==> config.mk <==
export PLATFORM = sky130hd
export DESIGN_NAME = sync_serial_status_and_holding
export DESIGN_NICKNAME = d
export VERILOG_FILES = /design/src/sync_serial_pkg.sv /design/src/sync_serial_status_and_holding.sv /design/src/sync_serial_tx_shifter.sv
export SDC_FILE = /design/constraint.sdc
export NUM_CORES = 1
export LEC_CHECK = 0
export BUFFER_PORTS_ARGS = -buffer_cell sky130_fd_sc_hd__clkbuf_2
export CORE_ASPECT_RATIO = 2
export CORE_UTILIZATION = 61
export DETAILED_ROUTE_END_ITERATION = 16
export PLACE_DENSITY = 0.8
export SLEW_MARGIN = 10
export SYNTH_ARGS = -nofsm -noshare
export SYNTH_HDL_FRONTEND = slang
export SYNTH_SLANG_ARGS = --single-unit
==> constraint.sdc <==
create_clock -name clk_i -period 4.7 [get_ports clk_i]
set_clock_uncertainty 0.15 [all_clocks]
set_input_delay 0.94 -clock clk_i [delete_from_list [all_inputs] [get_ports clk_i]]
set_output_delay 0.94 -clock clk_i [all_outputs]
set_load 0.05 [all_outputs]
==> src/sync_serial_pkg.sv <==
// Constants shared by the sync serial status and holding block
package sync_serial_pkg;
	// ----------------------------------------------------------------
	// Register byte addresses
	// ----------------------------------------------------------------
	localparam logic [31:0] ADDR_RX_HOLDING = 32'hFFFBC020;
	localparam logic [31:0] ADDR_TX_HOLDING = 32'hFFFBC024;
	localparam logic [31:0] ADDR_RX_SYNC = 32'hFFFBC030;
	localparam logic [31:0] ADDR_TX_SYNC = 32'hFFFBC034;
	localparam logic [31:0] ADDR_MATCH_A = 32'hFFFBC038;
	localparam logic [31:0] ADDR_MATCH_B = 32'hFFFBC03C;
	localparam logic [31:0] ADDR_EVENT_FLAGS = 32'hFFFBC040;
	localparam logic [31:0] ADDR_IRQ_SET = 32'hFFFBC044;
	localparam logic [31:0] ADDR_IRQ_CLEAR = 32'hFFFBC048;
	localparam logic [31:0] ADDR_IRQ_MASK = 32'hFFFBC04C;
	localparam logic [31:0] ADDR_LINK_CTRL = 32'hFFFBC050;
	localparam logic [31:0] ADDR_TX_DMA_COUNT = 32'hFFFBC054;
	localparam logic [31:0] ADDR_TX_DMA_NEXT = 32'hFFFBC058;
	localparam logic [31:0] ADDR_RX_DMA_COUNT = 32'hFFFBC05C;
	localparam logic [31:0] ADDR_RX_DMA_NEXT = 32'hFFFBC060;
	// ----------------------------------------------------------------
	// Status bit positions
	// ----------------------------------------------------------------
	localparam int FLAG_TX_FREE = 0;
	localparam int FLAG_TX_DONE = 1;
	localparam int FLAG_TX_DMA_END = 2;
	localparam int FLAG_TX_DMA_EMPTY = 3;
	localparam int FLAG_RX_READY = 4;
	localparam int FLAG_RX_OVERRUN = 5;
	localparam int FLAG_RX_DMA_END = 6;
	localparam int FLAG_RX_DMA_FULL = 7;
	localparam int FLAG_MATCH_A = 8;
	localparam int FLAG_MATCH_B = 9;
	localparam int FLAG_TX_SYNC = 10;
	localparam int FLAG_RX_SYNC = 11;
	localparam int FLAG_TX_ON = 16;
	localparam int FLAG_RX_ON = 17;
	localparam int IRQ_W = 12;
	// ----------------------------------------------------------------
	// Link control fields
	// ----------------------------------------------------------------
	localparam int CTRL_TX_ON = 0;
	localparam int CTRL_RX_ON = 1;
	localparam int CTRL_LEN_LSB = 4;
	localparam int LEN_W = 5;
	localparam int CTRL_SYNC_SEND = 12;
	localparam int CTRL_SLEN_LSB = 16;
	localparam int SLEN_W = 4;
	localparam logic [31:0] CTRL_RW_MASK = 32'h000F11F3;
	// ----------------------------------------------------------------
	// Widths and indices
	// ----------------------------------------------------------------
	localparam int SYNC_W = 16;
	localparam int CNT_W = 16;
	localparam int BIT_W = 5;
	localparam int CH_TX = 0;
	localparam int CH_RX = 1;
	localparam int N_EVT = 5;
	typedef enum logic [1:0] {TX_IDLE, TX_SYNC, TX_DATA, TX_TAIL} tx_state_t;
	typedef enum logic [1:0] {RX_IDLE, RX_SYNC, RX_DATA} rx_state_t;
endpackage : sync_serial_pkg

==> src/sync_serial_status_and_holding.sv <==
// Sync serial data, compare and event flag registers with serial link
// ------------------------------------------------------------------
// Functional notes
// RQ1 - Transmit word right aligned, masked to length
// RQ2 - Received sync data in bits 15..0
// RQ3 - Transmit sync data field, read and write
// RQ4 - Two 16-bit receive compare values
// RQ5 - Bit 0 shows transmit holding empty
// RQ6 - Bit 1 set when everything sent
// RQ7 - Bit 2 transmit count end, write clears
// RQ8 - Bit 3 both transmit counts zero
// RQ9 - Bit 4 receive word waiting
// RQ10 - Bit 5 overrun, cleared by status read
// RQ11 - Bit 6 receive count end, write clears
// RQ12 - Bit 7 both receive counts zero
// RQ13 - Bits 8,9 compare events until status read
// RQ14 - Bits 10,11 sync events until status read
// RQ15 - Bits 16,17 show transmit, receive enabled
// RQ16 - Enable register sets mask bits written one
// RQ17 - Disable register clears mask bits written one
// RQ18 - Mask register readable, one means enabled
// RQ19 - Serial word is length plus one bits
// RQ20 - Sync data sent during frame sync
// RQ21 - Interrupt high on any enabled flag
// ------------------------------------------------------------------
//
// Added by the designer: the Wishbone interface to the registers.
`timescale 1ns/1ps
module sync_serial_status_and_holding (
	input wire logic clk_i,
	input wire logic rst_i,
	input wire logic cyc_i,
	input wire logic stb_i,
	input wire logic we_i,
	input wire logic [31:0] adr_i,
	input wire logic [3:0] sel_i,
	input wire logic [31:0] dat_i,
	output logic [31:0] dat_o,
	output logic ack_o,
	input wire logic serial_clk_i,
	input wire logic rx_data_i,
	input wire logic rx_sync_i,
	output logic tx_data_o,
	output logic tx_sync_o,
	output logic irq_o
);
	import sync_serial_pkg::*;
	// ----------------------------------------------------------------
	// Declarations
	// ----------------------------------------------------------------
	logic req, wr, rd, ack;
	logic [31:0] wmask, next_rdata, flags, ctrl;
	logic [31:0] tx_hold, rx_hold;
	logic [SYNC_W-1:0] tx_sync_word, rx_sync_word, match_a, match_b;
	logic [IRQ_W-1:0] imask;
	logic tx_free, tx_load, tx_busy, tx_all_done, tx_sync_evt;
	logic rx_ready, rx_load, rx_sync_evt, rx_sync_done;
	logic [N_EVT-1:0] ev_flag, ev_set;
	logic [CNT_W-1:0] dma_cnt [2];
	logic [CNT_W-1:0] dma_next [2];
	logic [1:0] dma_end, dma_zero, dma_dec;
	logic sclk_s1, sclk_s2, sclk_d, rxd_s1, rxd_s2, rxs_s1, rxs_s2;
	logic sclk_rise, sclk_fall, rsync_prev;
	rx_state_t rx_state;
	logic [BIT_W-1:0] rx_bit;
	logic [31:0] rx_shift;
	logic [SYNC_W-1:0] rx_sync_shift;
	logic [LEN_W-1:0] len;
	logic [SLEN_W-1:0] sync_len;
	logic tx_on, rx_on, irq_any;

	function automatic logic [31:0] len_mask(input logic [LEN_W-1:0] l);
		logic [32:0] m;
		m = (33'h1 << ({28'h0, l} + 33'h1)) - 33'h1;
		return m[31:0];
	endfunction : len_mask

	assign tx_on = ctrl[CTRL_TX_ON];
	assign rx_on = ctrl[CTRL_RX_ON];
	assign len = ctrl[CTRL_LEN_LSB +: LEN_W];
	assign sync_len = ctrl[CTRL_SLEN_LSB +: SLEN_W];
	assign irq_any = |(flags[IRQ_W-1:0] & imask);
	// ----------------------------------------------------------------
	// Wishbone slave
	// ----------------------------------------------------------------
	assign req = cyc_i & stb_i & ~ack;
	assign wr = req & we_i;
	assign rd = req & ~we_i;
	assign wmask = {{8{sel_i[3]}}, {8{sel_i[2]}}, {8{sel_i[1]}},
		{8{sel_i[0]}}};
	assign ack_o = ack;

	always_ff @(posedge clk_i) begin
		if (rst_i) begin
			ack <= 1'b0;
		end else begin
			ack <= req;
		end
	end

	always_comb begin
		flags = '0;
		flags[FLAG_TX_FREE] = tx_free; // RQ5
		flags[FLAG_TX_DONE] = tx_all_done;
		flags[FLAG_TX_DMA_END] = dma_end[CH_TX];
		flags[FLAG_TX_DMA_EMPTY] = dma_zero[CH_TX]; // RQ8
		flags[FLAG_RX_READY] = rx_ready;
		flags[FLAG_RX_OVERRUN] = ev_flag[0];
		flags[FLAG_RX_DMA_END] = dma_end[CH_RX];
		flags[FLAG_RX_DMA_FULL] = dma_zero[CH_RX]; // RQ12
		flags[FLAG_MATCH_A] = ev_flag[1];
		flags[FLAG_MATCH_B] = ev_flag[2];
		flags[FLAG_TX_SYNC] = ev_flag[3];
		flags[FLAG_RX_SYNC] = ev_flag[4];
		flags[FLAG_TX_ON] = tx_on; // RQ15
		flags[FLAG_RX_ON] = rx_on; // RQ15
	end

	always_comb begin
		next_rdata = '0;
		case (adr_i)
			ADDR_RX_HOLDING: next_rdata = rx_hold;
			ADDR_RX_SYNC: next_rdata = {16'h0000, rx_sync_word}; // RQ2
			ADDR_TX_SYNC: next_rdata = {16'h0000, tx_sync_word}; // RQ3
			ADDR_MATCH_A: next_rdata = {16'h0000, match_a}; // RQ4
			ADDR_MATCH_B: next_rdata = {16'h0000, match_b}; // RQ4
			ADDR_EVENT_FLAGS: next_rdata = flags;
			ADDR_IRQ_MASK: next_rdata = {20'h00000, imask}; // RQ18
			ADDR_LINK_CTRL: next_rdata = ctrl;
			ADDR_TX_DMA_COUNT: next_rdata = {16'h0000, dma_cnt[CH_TX]};
			ADDR_TX_DMA_NEXT: next_rdata = {16'h0000, dma_next[CH_TX]};
			ADDR_RX_DMA_COUNT: next_rdata = {16'h0000, dma_cnt[CH_RX]};
			ADDR_RX_DMA_NEXT: next_rdata = {16'h0000, dma_next[CH_RX]};
			default: next_rdata = '0;
		endcase
	end

	always_ff @(posedge clk_i) begin
		if (rst_i) begin
			dat_o <= '0;
		end else if (rd) begin
			dat_o <= next_rdata;
		end
	end
	// ----------------------------------------------------------------
	// Writable registers
	// ----------------------------------------------------------------
	always_ff @(posedge clk_i) begin
		if (rst_i) begin
			ctrl <= '0;
			tx_sync_word <= '0;
			match_a <= '0;
			match_b <= '0;
		end else if (wr) begin
			case (adr_i)
				ADDR_LINK_CTRL: ctrl <= (ctrl & ~wmask) |
					(dat_i & wmask & CTRL_RW_MASK);
				ADDR_TX_SYNC: tx_sync_word <= (tx_sync_word &
					~wmask[15:0]) | (dat_i[15:0] & wmask[15:0]); // RQ3
				ADDR_MATCH_A: match_a <= (match_a & ~wmask[15:0]) |
					(dat_i[15:0] & wmask[15:0]); // RQ4
				ADDR_MATCH_B: match_b <= (match_b & ~wmask[15:0]) |
					(dat_i[15:0] & wmask[15:0]); // RQ4
				default: ctrl <= ctrl;
			endcase
		end
	end

	always_ff @(posedge clk_i) begin
		if (rst_i) begin
			imask <= '0;
		end else if (wr && adr_i == ADDR_IRQ_SET) begin
			imask <= imask | (dat_i[IRQ_W-1:0] & wmask[IRQ_W-1:0]); // RQ16
		end else if (wr && adr_i == ADDR_IRQ_CLEAR) begin
			imask <= imask & ~(dat_i[IRQ_W-1:0] & wmask[IRQ_W-1:0]); // RQ17
		end
	end

	always_ff @(posedge clk_i) begin
		if (rst_i) begin
			irq_o <= 1'b0;
		end else begin
			irq_o <= irq_any; // RQ21
		end
	end
	// ----------------------------------------------------------------
	// Transmit holding and hand-off to the shifter
	// ----------------------------------------------------------------
	always_ff @(posedge clk_i) begin
		if (rst_i) begin
			tx_hold <= '0;
			tx_free <= 1'b1;
			tx_load <= 1'b0;
		end else begin
			tx_load <= tx_on & ~tx_free & ~tx_busy & ~tx_load;
			if (wr && adr_i == ADDR_TX_HOLDING) begin
				tx_hold <= dat_i & wmask & len_mask(len); // RQ1
				tx_free <= 1'b0; // RQ5
			end else if (tx_load) begin
				tx_free <= 1'b1; // RQ5
			end
		end
	end

	assign tx_all_done = tx_free & ~tx_busy & ~tx_load; // RQ6

	sync_serial_tx_shifter u_tx (
		.clk_i(clk_i),
		.rst_i(rst_i),
		.tick_i(sclk_fall),
		.load_i(tx_load),
		.word_i(tx_hold),
		.len_i(len),
		.sync_word_i(tx_sync_word),
		.sync_len_i(sync_len),
		.sync_en_i(ctrl[CTRL_SYNC_SEND]),
		.busy_o(tx_busy),
		.td_o(tx_data_o),
		.tf_o(tx_sync_o),
		.sync_start_o(tx_sync_evt)
	);
	// ----------------------------------------------------------------
	// DMA counters, transmit and receive
	// ----------------------------------------------------------------
	assign dma_dec = {rx_load, tx_load};
	for (genvar ch = 0; ch < 2; ch++) begin : g_dma
		localparam logic [31:0] A_CNT = ch ? ADDR_RX_DMA_COUNT :
			ADDR_TX_DMA_COUNT;
		localparam logic [31:0] A_NXT = ch ? ADDR_RX_DMA_NEXT :
			ADDR_TX_DMA_NEXT;
		logic w_cnt, w_nxt, hit_zero;
		assign w_cnt = wr && adr_i == A_CNT;
		assign w_nxt = wr && adr_i == A_NXT;
		assign hit_zero = dma_dec[ch] && dma_cnt[ch] == 16'h0001;
		assign dma_zero[ch] = dma_cnt[ch] == '0 && dma_next[ch] == '0;
		always_ff @(posedge clk_i) begin
			if (rst_i) begin
				dma_cnt[ch] <= '0;
				dma_next[ch] <= '0;
				dma_end[ch] <= 1'b0;
			end else begin
				if (w_cnt) begin
					dma_cnt[ch] <= dat_i[CNT_W-1:0];
				end else if (hit_zero && dma_next[ch] != '0) begin
					dma_cnt[ch] <= dma_next[ch];
				end else if (dma_dec[ch] && dma_cnt[ch] != '0) begin
					dma_cnt[ch] <= dma_cnt[ch] - 1'b1;
				end
				if (w_nxt) begin
					dma_next[ch] <= dat_i[CNT_W-1:0];
				end else if (hit_zero && !w_cnt) begin
					dma_next[ch] <= '0;
				end
				// Reaching zero beats a same-cycle count write
				if (hit_zero) begin
					dma_end[ch] <= 1'b1; // RQ7 RQ11
				end else if (w_cnt || w_nxt) begin
					dma_end[ch] <= 1'b0; // RQ7 RQ11
				end
			end
		end

	end
	// ----------------------------------------------------------------
	// Link input synchronisers and edge detection
	// ----------------------------------------------------------------
	always_ff @(posedge clk_i) begin
		if (rst_i) begin
			{sclk_s1, sclk_s2, sclk_d} <= 3'h0;
			{rxd_s1, rxd_s2, rxs_s1, rxs_s2} <= 4'h0;
		end else begin
			sclk_s1 <= serial_clk_i;
			sclk_s2 <= sclk_s1;
			sclk_d <= sclk_s2;
			rxd_s1 <= rx_data_i;
			rxd_s2 <= rxd_s1;
			rxs_s1 <= rx_sync_i;
			rxs_s2 <= rxs_s1;
		end
	end
	assign sclk_rise = sclk_s2 & ~sclk_d;
	assign sclk_fall = ~sclk_s2 & sclk_d;
	// ----------------------------------------------------------------
	// Receiver: sync phase then data word, sampled on rising edges
	// ----------------------------------------------------------------
	always_ff @(posedge clk_i) begin
		if (rst_i) begin
			rx_state <= RX_IDLE;
			rx_bit <= '0;
			rx_shift <= '0;
			rx_sync_shift <= '0;
			rsync_prev <= 1'b0;
			rx_sync_evt <= 1'b0;
			rx_sync_done <= 1'b0;
			rx_load <= 1'b0;
		end else begin
			rx_sync_evt <= 1'b0;
			rx_sync_done <= 1'b0;
			rx_load <= 1'b0;
			if (!rx_on) begin
				rx_state <= RX_IDLE;
			end else if (sclk_rise) begin
				rsync_prev <= rxs_s2;
				case (rx_state)
					RX_IDLE: begin
						if (rxs_s2 && !rsync_prev) begin
							rx_sync_evt <= 1'b1;
							rx_sync_shift <= '0;
							rx_bit <= '0;
							rx_state <= RX_SYNC;
						end
					end
					RX_SYNC: begin
						rx_sync_shift[rx_bit[SLEN_W-1:0]] <= rxd_s2;
						if (rx_bit == {1'b0, sync_len}) begin
							rx_sync_done <= 1'b1;
							rx_shift <= '0;
							rx_bit <= '0;
							rx_state <= RX_DATA;
						end else begin
							rx_bit <= rx_bit + 1'b1;
						end
					end
					RX_DATA: begin
						rx_shift[rx_bit] <= rxd_s2;
						if (rx_bit == len) begin
							rx_load <= 1'b1;
							rx_state <= RX_IDLE;
						end else begin
							rx_bit <= rx_bit + 1'b1;
						end
					end
					default: rx_state <= RX_IDLE;
				endcase
			end
		end
	end

	always_ff @(posedge clk_i) begin
		if (rst_i) begin
			rx_hold <= '0;
			rx_sync_word <= '0;
			rx_ready <= 1'b0;
		end else begin
			if (rx_sync_done) begin
				rx_sync_word <= rx_sync_shift; // RQ2
			end
			if (rx_load) begin
				rx_hold <= rx_shift;
				rx_ready <= 1'b1; // RQ9
			end else if (rd && adr_i == ADDR_RX_HOLDING) begin
				rx_ready <= 1'b0; // RQ9
			end
		end
	end
	// ----------------------------------------------------------------
	// Sticky events cleared by a status read; a new event wins
	// ----------------------------------------------------------------
	assign ev_set[0] = rx_load & rx_ready; // RQ10
	assign ev_set[1] = rx_load & (rx_shift[SYNC_W-1:0] == match_a); // RQ13
	assign ev_set[2] = rx_load & (rx_shift[SYNC_W-1:0] == match_b); // RQ13
	assign ev_set[3] = tx_sync_evt; // RQ14
	assign ev_set[4] = rx_sync_evt; // RQ14

	always_ff @(posedge clk_i) begin
		if (rst_i) begin
			ev_flag <= '0;
		end else if (rd && adr_i == ADDR_EVENT_FLAGS) begin
			ev_flag <= ev_set; // RQ10 RQ13 RQ14
		end else begin
			ev_flag <= ev_flag | ev_set;
		end
	end
endmodule : sync_serial_status_and_holding

==> src/sync_serial_tx_shifter.sv <==
// Transmit shifter: sync data phase followed by the data word
`timescale 1ns/1ps
module sync_serial_tx_shifter (
	input wire logic clk_i,
	input wire logic rst_i,
	input wire logic tick_i,
	input wire logic load_i,
	input wire logic [31:0] word_i,
	input wire logic [sync_serial_pkg::LEN_W-1:0] len_i,
	input wire logic [sync_serial_pkg::SYNC_W-1:0] sync_word_i,
	input wire logic [sync_serial_pkg::SLEN_W-1:0] sync_len_i,
	input wire logic sync_en_i,
	output logic busy_o,
	output logic td_o,
	output logic tf_o,
	output logic sync_start_o
);
	import sync_serial_pkg::*;
	tx_state_t state;
	logic [31:0] word;
	logic [SYNC_W-1:0] sync_word;
	logic [LEN_W-1:0] len;
	logic [SLEN_W-1:0] sync_len;
	logic sync_en;
	logic [BIT_W-1:0] bit_idx;

	always_ff @(posedge clk_i) begin
		if (rst_i) begin
			state <= TX_IDLE;
			word <= '0;
			sync_word <= '0;
			len <= '0;
			sync_len <= '0;
			sync_en <= 1'b0;
			bit_idx <= '0;
			td_o <= 1'b0;
			tf_o <= 1'b0;
			busy_o <= 1'b0;
			sync_start_o <= 1'b0;
		end else begin
			sync_start_o <= 1'b0;
			case (state)
				TX_IDLE: begin
					if (load_i) begin
						word <= word_i;
						sync_word <= sync_word_i;
						len <= len_i;
						sync_len <= sync_len_i;
						sync_en <= sync_en_i;
						bit_idx <= '0;
						busy_o <= 1'b1;
						sync_start_o <= 1'b1;
						state <= TX_SYNC;
					end
				end
				TX_SYNC: begin
					if (tick_i) begin
						tf_o <= 1'b1;
						// Sync data replaces the idle level
						td_o <= sync_en & sync_word[bit_idx[SLEN_W-1:0]]; // RQ20
						if (bit_idx == {1'b0, sync_len}) begin
							bit_idx <= '0;
							state <= TX_DATA;
						end else begin
							bit_idx <= bit_idx + 1'b1;
						end
					end
				end
				TX_DATA: begin
					if (tick_i) begin
						tf_o <= 1'b0;
						// Length plus one bits, low end first
						td_o <= word[bit_idx]; // RQ19
						if (bit_idx == len) begin
							state <= TX_TAIL;
						end else begin
							bit_idx <= bit_idx + 1'b1;
						end
					end
				end
				TX_TAIL: begin
					if (tick_i) begin
						td_o <= 1'b0;
						busy_o <= 1'b0;
						state <= TX_IDLE;
					end
				end
				default: state <= TX_IDLE;
			endcase
		end
	end
endmodule : sync_serial_tx_shifter

==> summary.md, run 1 <==
| Metric | Value |
|---|---|
| Run status | complete, no violations |
| Crit share post-route | 78.9% |
| Flip-flop and latch count after synthesis | 415 |
| Final-stage net count | 2371 |
| Final weighted congestion in routability-driven placement | 1.02 |
| Post-route setup TNS | 0 ns |
| Remaining global-route overflow | 0 |
| CTS tree | yes |
| Floorplan die area | 0.0336 mm2 |
| Leakage power summed over all cells | 7.76 nW |
| Ys async rst share | 0% |
| Kind of launch point of the worst setup path | input pin |
| Ranking of synthesized cells by area | sky130_fd_sc_hd__dfxtp_1 35%, sky130_fd_sc_hd__edfxtp_1 9.6%, sky130_fd_sc_hd__nand2_1 5.8% |
| Max clock buf depth | 3 |
| Min-Delay Endpoint | ev_flag[3] |
| Total of hold buffers inserted after clock tree synthesis | 0 |
| Top cell types by occurrence after synthesis | 351 x sky130_fd_sc_hd__dfxtp_1, 307 x sky130_fd_sc_hd__nand2_1, 252 x sky130_fd_sc_hd__nor2_1 |
| Flop-to-flop setup slack | 1.14 ns |
| Fraction of post-synthesis cell area in the top cell type by area | 35.1% |
| Post-DRT Antenna Nets | 0 |
| Final Total Pwr | 0.00720 W |
| Routed vias/inst | 6.78 |
| Worst r2r dst | dma_cnt[0][9] |
| Boundary Pins | 112 |
| Final-report max-slew violation count | 0 |
| Headroom to the max-slew limit | 6.02% |
| Total power per unit cell area | 327 mW/mm2 |
| Worst hold start | u_tx.sync_start_o |
| Prevailing post-synth register cell | sky130_fd_sc_hd__dfxtp_1 |
| Total detailed-routing wirelength | 74000 um |
| Worst vdd rail ir drop | 0.354 mV |
| Max Cap Violations | 0 |
| Number of failing setup endpoints in the final timing report | 0 |
| Depth of the worst register-to-register path | 4 |
| Initial cell density of the core | 62.1% |
| Largest net degree at the start of global routing | 147 |
| Number of buffers added by the clock tree synthesis step | 37 |
| Placed wire-length estimate after detailed placement | 51700 um |
| Floorplan die width | 130 um |
| Mean post-synth cell area | 8.86 um2 |
| PortBufs | 111 |
| Required time of the critical path | 4.72 ns |
| Final critical-path required period | 3.71 ns |
| Cell taking the most area after synthesis | sky130_fd_sc_hd__dfxtp_1 |
| Std-Cell Core Area | 0.0322 mm2 |
| Remaining design rule violation count | 0 |
| Die boundary height | 258 um |
| Crit path capture type | register |
| Buffer cell driving the clock tree root | sky130_fd_sc_hd__clkbuf_16 |
| Type of the worst setup path | in -> reg |
| Path type of the worst min-delay path | reg -> reg |
| Latest clock arrival within the worst-skew pair | 0.54 ns |
| Detailed-route wire length per cell | 27.0 um |
| Register area share after synthesis | 44.7% |
| Unrepaired setup endpoints after global routing | no |
| Resized Gates After CTS | 0 |
| Most frequently used cell type in the post-synthesis netlist | sky130_fd_sc_hd__dfxtp_1 |
| FMAX | 270 MHz |
| Reg-to-reg critical path startpoint | dma_cnt[0][2] |
| Final hold violation count | 0 |
| Drt pass-1 iters | 6 |
| Worst hold stages | 2 |
| Fraction of final layout cells sized beyond drive strength 1 | 12.2% |
| Count of flip-flops with a built-in enable after synthesis | 64 |
| Number of distinct library cell variants in the gate-level netlist after synthesis | 78 |
| Global router's overall resource usage | 44.6% |
| Clk pin slew, worst setup/hold paths | 0.06 ns |
| Actual slew at the worst max-slew pin | 1.40 ns |
| Std cell rows | 93 |
| Post-CTS Setup Repair Bufs | 0 |
| Antenna violations before repair | 9 |
| Vias in the first global route | 17800 |
| Synth-to-Final Area Change | 10.2% |
| Combined area of all synthesized cells | 0.0200 mm2 |
| Wire length of the first global-routing pass | 110000 um |
| Number of warnings issued by yosys | 0 |
| Share of the core filled with cells in the final layout | 68.4% |
| Data arrival at the endpoint of the critical path | 3.73 ns |
| Maximum level of the CTS H-tree | 2 |
| Vias post-DR | 18600 |
| Number of DRC violations after detailed-routing iteration 0 | 1708 |
| Clock Sink Count | 415 |
| Net count of the mapped netlist | 2352 |
| Cell count after synthesis | 2257 |
| Critical-path maximum fanout | 16 |
| Count of filler cells inserted in the layout | 2641 |
worst max-delay path: stages:
cell,delay [ns]
sky130_fd_sc_hd__clkbuf_2,0.08
sky130_fd_sc_hd__or4_4,0.57
sky130_fd_sc_hd__nor4_1,0.38
sky130_fd_sc_hd__nand4_1,0.65
sky130_fd_sc_hd__a31o_2,0.60
sky130_fd_sc_hd__nand2_1,0.50
layout make-up:
class                      instances  area [um2]  share of cell area (%)
clock buffer                      53        1080                    4.89
multi-input combinational       1637       10300                    46.7
tap                              427         534                    2.42
timing repair buffer             163         972                    4.41
clock inverter                    12         124                   0.562
inverter                          22        82.6                   0.375
sequential                       415        8950                    40.6
antenna                            8        20.0                  0.0908
per-layer routing:
layer  track usage, %  wire length, um  up-vias
li1                 -                -     8195
met1             45.7            23900     8798
met2             71.4            35000     1139
met3             13.4             7060      417
met4             41.5             7930        4
met5                0               24        -
where the power goes:
part	internal (W)	leakage [nW]	switching [W]	total (W)
Clock	0.00172	0.590	0.00137	0.00308
Combinational	0.000124	3.66	0.000289	0.000413
Sequential	0.00363	3.50	0.0000672	0.00370
Total	0.00547	7.76	0.00172	0.00720
through the flow:
stage               instance area [um2]  std cells  worst slack (ns)  hold WS [ns]
floorplan                         20000       2257             0.942         0.263
global placement                  20800       2663             0.875         0.269
detailed placement                20800       2663             0.808         0.283
CTS                               22000       2728              1.19         0.297
global route                      22000       2729             0.921         0.311
finish                            22000       2737             0.992         0.296
cell families after synthesis:
logic type	count (synthesis)	synth area share [%]
AND/OR/NAND/NOR	914	22.5
AO/OA/AOI/OAI	487	16.2
flip-flops	415	44.7
buffers and inverters	205	4.06
multiplexers	132	7.57
XOR/XNOR	84	3.68
adder cells (fa/ha/maj)	19	1.19
other	1	0.0187
cell usage in the layout, fill, tap and decap left out, types with 7 or more instances in the layout:
master / n
sky130_fd_sc_hd__a31oi_1: 22
sky130_fd_sc_hd__clkbuf_2: 110
sky130_fd_sc_hd__and4_1: 9
sky130_fd_sc_hd__edfxtp_1: 64
sky130_fd_sc_hd__o21ai_0: 45
sky130_fd_sc_hd__o22ai_1: 9
sky130_fd_sc_hd__mux4_2: 15
sky130_fd_sc_hd__nor2_1: 252
sky130_fd_sc_hd__nand3_1: 50
sky130_fd_sc_hd__clkbuf_16: 38
sky130_fd_sc_hd__a32oi_1: 13
sky130_fd_sc_hd__clkbuf_8: 7
sky130_fd_sc_hd__nor3b_1: 10
sky130_fd_sc_hd__nor3_1: 37
sky130_fd_sc_hd__a21boi_0: 8
sky130_fd_sc_hd__nor2b_1: 16
sky130_fd_sc_hd__xor2_1: 33
sky130_fd_sc_hd__nand2b_1: 8
sky130_fd_sc_hd__buf_4: 50
sky130_fd_sc_hd__xnor2_1: 51
sky130_fd_sc_hd__a222oi_1: 12
sky130_fd_sc_hd__inv_1: 21
sky130_fd_sc_hd__clkbuf_1: 8
sky130_fd_sc_hd__o211ai_1: 18
sky130_fd_sc_hd__mux2i_1: 113
sky130_fd_sc_hd__a221oi_1: 41
sky130_fd_sc_hd__ha_1: 19
sky130_fd_sc_hd__diode_2: 8
sky130_fd_sc_hd__a22oi_1: 78
sky130_fd_sc_hd__and3_1: 31
sky130_fd_sc_hd__a21o_1: 7
sky130_fd_sc_hd__dfxtp_1: 350
sky130_fd_sc_hd__a21oi_1: 173
sky130_fd_sc_hd__and2_1: 54
sky130_fd_sc_hd__nand4_1: 46
sky130_fd_sc_hd__or4_1: 9
sky130_fd_sc_hd__nand2_1: 306
sky130_fd_sc_hd__nor4_1: 23
worst max path at each step:
stage,from,cells after the start,slack [ns],endpoint
global route,adr_i[9],6,0.92,dma_cnt[1][14]
floorplan,adr_i[9],8,0.94,dma_next[1][0]
global placement,adr_i[4],8,0.88,dat_o[11]
CTS,dma_cnt[0][2],4,1.19,dma_cnt[0][5]
finish,adr_i[9],6,0.99,dma_cnt[1][14]
detailed placement,adr_i[9],6,0.81,dma_cnt[1][14]
(Power assumes the default switching activity.)
==> inputs of run 2 (changes only) <==
- CORE_UTILIZATION: 61 -> 55
- PLACE_DENSITY: 0.8 -> 0.76
- clock period: 4.7 -> 3.3 ns (I/O delays scaled with it)
==> run 2 against run 1 <==
Worst hold slack got worse by 0.13 ns. Combinational power rose by 59%. Critical path depth increased by 1. Final cell count up 3.7%. Sequential share of layout area is 1.5 points lower. Non-clock buffer count rose by 78. Utilization down 4.5 points. Sequential cell count is the same.
==> summary.md, run 2 (synthesis results as in run 1) <==
| Metric | Value |
|---|---|
| Critical path cell sequence | or4_1 -> nor3_1 -> and3_1 -> buf_4 -> o311a_1 -> nand2_1 -> a311oi_1 (was clkbuf_2 -> or4_4 -> nor4_1 -> nand4_1 -> a31o_2 -> nand2_1) |
| Global router's overall resource usage | 41.3% (was 44.6%) |
| Flop-to-flop setup slack | 0.10 ns (was 1.14 ns) |
| Maximum level of the CTS H-tree | 2 (unchanged) |
| Initial cell density of the core | 55.9% (was 62.1%) |
| Floorplan die width | 137 um (was 130 um) |
| Cell with the largest stage delay on the worst path | sky130_fd_sc_hd__edfxtp_1 (was sky130_fd_sc_hd__nand4_1) |
| Critical-path maximum fanout | 6 (was 16) |
| Depth of the worst register-to-register path | 7 (was 4) |
| Latest clock arrival within the worst-skew pair | 0.55 ns (was 0.54 ns) |
| Combined flip-flop and latch cell area | 0.00895 mm2 (unchanged) |
| Final-stage net count | 2450 (was 2371) |
| PortBufs | 111 (unchanged) |
| Reg-to-reg critical path startpoint | dma_cnt[1][7] (was dma_cnt[0][2]) |
| Area of combinational cells with multiple inputs | 0.0103 mm2 (about the same) |
| Buffer cell driving the clock tree root | sky130_fd_sc_hd__clkbuf_16 (unchanged) |
| Worst r2r dst | dma_cnt[1][13] (was dma_cnt[0][9]) |
| Required time of the critical path | 3.51 ns (was 4.72 ns) |
| Vias in the first global route | 18200 (was 17800) |
| Headroom to the max-slew limit | 16.7% (was 6.02%) |
| Number of failing setup endpoints in the final timing report | 0 (unchanged) |
| Max Cap Violations | 0 (unchanged) |
| Total power per unit cell area | 449 mW/mm2 (was 327 mW/mm2) |
| Remaining design rule violation count | 0 (unchanged) |
| Std cell rows | 98 (was 93) |
| Most frequent cells in the layout | 350 x sky130_fd_sc_hd__dfxtp_1, 306 x sky130_fd_sc_hd__nand2_1, 252 x sky130_fd_sc_hd__nor2_1 (unchanged) |
| Leading cell type in the layout, fill and taps excluded | sky130_fd_sc_hd__dfxtp_1 (unchanged) |
| Kind of launch point of the worst setup path | register (was input pin) |
| Min-Delay Endpoint | sclk_s1 (was ev_flag[3]) |
| Clock share of power | 42.6% (was 42.8%) |
| Final hold violation count | 0 (unchanged) |
| Cell type group with the largest total delay on the critical path | simple AND/OR/NAND/NOR gates (unchanged) |
| Clock Sink Count | 415 (unchanged) |
| Detailed-route wire length per cell | 26.8 um (was 27.0 um) |
| Die boundary height | 272 um (was 258 um) |
| Boundary Pins | 112 (unchanged) |
| Leakage power summed over all cells | 8.20 nW (was 7.76 nW) |
| Remaining global-route overflow | 0 (unchanged) |
| Sequential Power Share | 51.0% (was 51.4%) |
| Actual slew at the worst max-slew pin | 1.25 ns (was 1.40 ns) |
| Final critical-path required period | 3.20 ns |
| FMAX | 313 MHz |
| Final weighted congestion in routability-driven placement | 1.06 (was 1.02) |
| Fraction of final layout cells sized beyond drive strength 1 | 15.5% (was 12.2%) |
| Final-report max-slew violation count | 0 (unchanged) |
| Worst hold start | serial_clk_i (was u_tx.sync_start_o) |
| Number of buffers added by the clock tree synthesis step | 37 (unchanged) |
| Post-route setup TNS | 0 ns (unchanged) |
| Number of DRC violations after detailed-routing iteration 0 | 1686 (was 1708) |
| Worst path bufs/invs | 1 (unchanged) |
| Max clock buf depth | 3 (unchanged) |
| Crit path capture type | register (unchanged) |
| Path type of the worst min-delay path | in -> reg (was reg -> reg) |
| Post-DRT Antenna Nets | 0 (unchanged) |
| Placed wire-length estimate after detailed placement | 55400 um (was 51700 um) |
| Data arrival at the endpoint of the critical path | 3.41 ns (was 3.73 ns) |
| Crit share post-route | 97.0% |
| Run status | complete, no violations (unchanged) |
| Antenna violations before repair | 6 (was 9) |
| Final Total Pwr | 0.0103 W (was 0.00720 W) |
| Synth-to-Final Area Change | 14.3% (was 10.2%) |
| Proportion of total power due to net switching | 24.2% (was 24.0%) |
| Switching power total | 0.00249 W (was 0.00172 W) |
| Count of filler cells inserted in the layout | 3027 (was 2641) |
| Total detailed-routing wirelength | 76100 um (was 74000 um) |
| Routed vias/inst | 6.61 (was 6.78) |
| Combinational group share of total power | 6.4% (was 5.7%) |
| Largest net degree at the start of global routing | 148 (was 147) |
| Clk pin slew, worst setup/hold paths | 0.07 ns (was 0.06 ns) |
| Delay of the slowest cell on the worst path | 0.63 ns (was 0.65 ns) |
| Unrepaired setup endpoints after global routing | no (unchanged) |
| Internal Pwr Total | 0.00779 W (was 0.00547 W) |
| Type of the worst setup path | reg -> reg (was in -> reg) |
| Worst vdd rail ir drop | 0.487 mV (was 0.354 mV) |
| CTS tree | yes (unchanged) |
| Floorplan die area | 0.0372 mm2 (was 0.0336 mm2) |
| Worst hold stages | 2 (unchanged) |
| Wire length of the first global-routing pass | 113000 um (was 110000 um) |
| Vias post-DR | 18800 (was 18600) |
| Drt pass-1 iters | 6 (unchanged) |
| Std-Cell Core Area | 0.0358 mm2 (was 0.0322 mm2) |
==> run 2: changes by cell type in the layout (fill, tap and decap cells not counted), moves of 2 or more <==
cell                       before  now
sky130_fd_sc_hd__clkbuf_1       8    4
sky130_fd_sc_hd__buf_4         50  114
sky130_fd_sc_hd__buf_12         1   16
sky130_fd_sc_hd__o21ai_2        0    2
sky130_fd_sc_hd__o21ai_1        2    0
sky130_fd_sc_hd__clkinv_2       4   10
sky130_fd_sc_hd__diode_2        8    6
sky130_fd_sc_hd__clkbuf_8       7    5
sky130_fd_sc_hd__clkinv_1       3    1
==> run 2: per-layer routing <==
metal,track usage (%),share of wire [%],vias to the layer above
met2,69.5,49,999
met3,10.2,8.0,372
met5,0,0.037,-
met4,37.2,10,4
met1,41.4,32,9039
li1,-,-,8349
==> run 2: power by group through the flow <==
stage	Combinational [W]	Sequential, W	Clock (W)
floorplan	0.000353	0.00535	0
CTS	0.000638	0.00524	0.00440
finish	0.000655	0.00524	0.00438
global placement	0.000625	0.00535	0
detailed placement	0.000635	0.00536	0
global route	0.000686	0.00524	0.00458
==> run 2: timing repair <==
action	4_1_cts	5_1_grt
cloned	0	1
setup endpoints to repair	11	4
setup buffers	2	0
hold buffers	0	0
gates resized for setup	0	1
pin swaps	1	0
==> run 2: how the worst max path moves through the flow <==
stage,start,endpoint,depth (start not counted)
3_5_place_dp,adr_i[9],dat_o[12],8
4_1_cts,dma_next[0][9],dma_cnt[0][11],7
6_report,dma_cnt[1][7],dma_cnt[1][13],7
5_1_grt,dma_cnt[1][7],dma_cnt[1][8],7
2_1_floorplan,adr_i[3],dma_cnt[0][8],8
3_3_place_gp,adr_i[9],dat_o[11],8
==> run 2: worst reg2reg max path: stages, from the launching register on <==
cell	delay, ns
sky130_fd_sc_hd__edfxtp_1	0.63
sky130_fd_sc_hd__or4_1	0.57
sky130_fd_sc_hd__nor3_1	0.39
sky130_fd_sc_hd__and3_1	0.24
sky130_fd_sc_hd__buf_4	0.14
sky130_fd_sc_hd__o311a_1	0.47
sky130_fd_sc_hd__nand2_1	0.14
sky130_fd_sc_hd__a311oi_1	0.29
==> run 2: area by class of cell <==
cell class | count | area share [%]
Multi-Input combinational cell | 1638 | 45.1
Sequential cell | 415 | 39.1
Timing Repair Buffer | 241 | 7.61
Clock buffer | 48 | 4.55
Tap cell | 450 | 2.46
Clock inverter | 18 | 0.700
Inverter | 22 | 0.361
Antenna cell | 6 | 0.0656
==> run 2: metrics by stage <==
step | utilization, % | cells | setup WS [ns] | hold slack (ns) | instance area, um2
floorplan | - | 2257 | 0.0760 | 0.263 | 20000
global placement | 60.4 | 2763 | -0.00419 | 0.277 | 21600
detailed placement | 60.4 | 2763 | -0.0657 | 0.276 | 21600
CTS | 63.8 | 2831 | 0.146 | 0.159 | 22800
global route | 63.8 | 2832 | 0.0174 | 0.167 | 22900
finish | 63.9 | 2838 | 0.100 | 0.166 | 22900
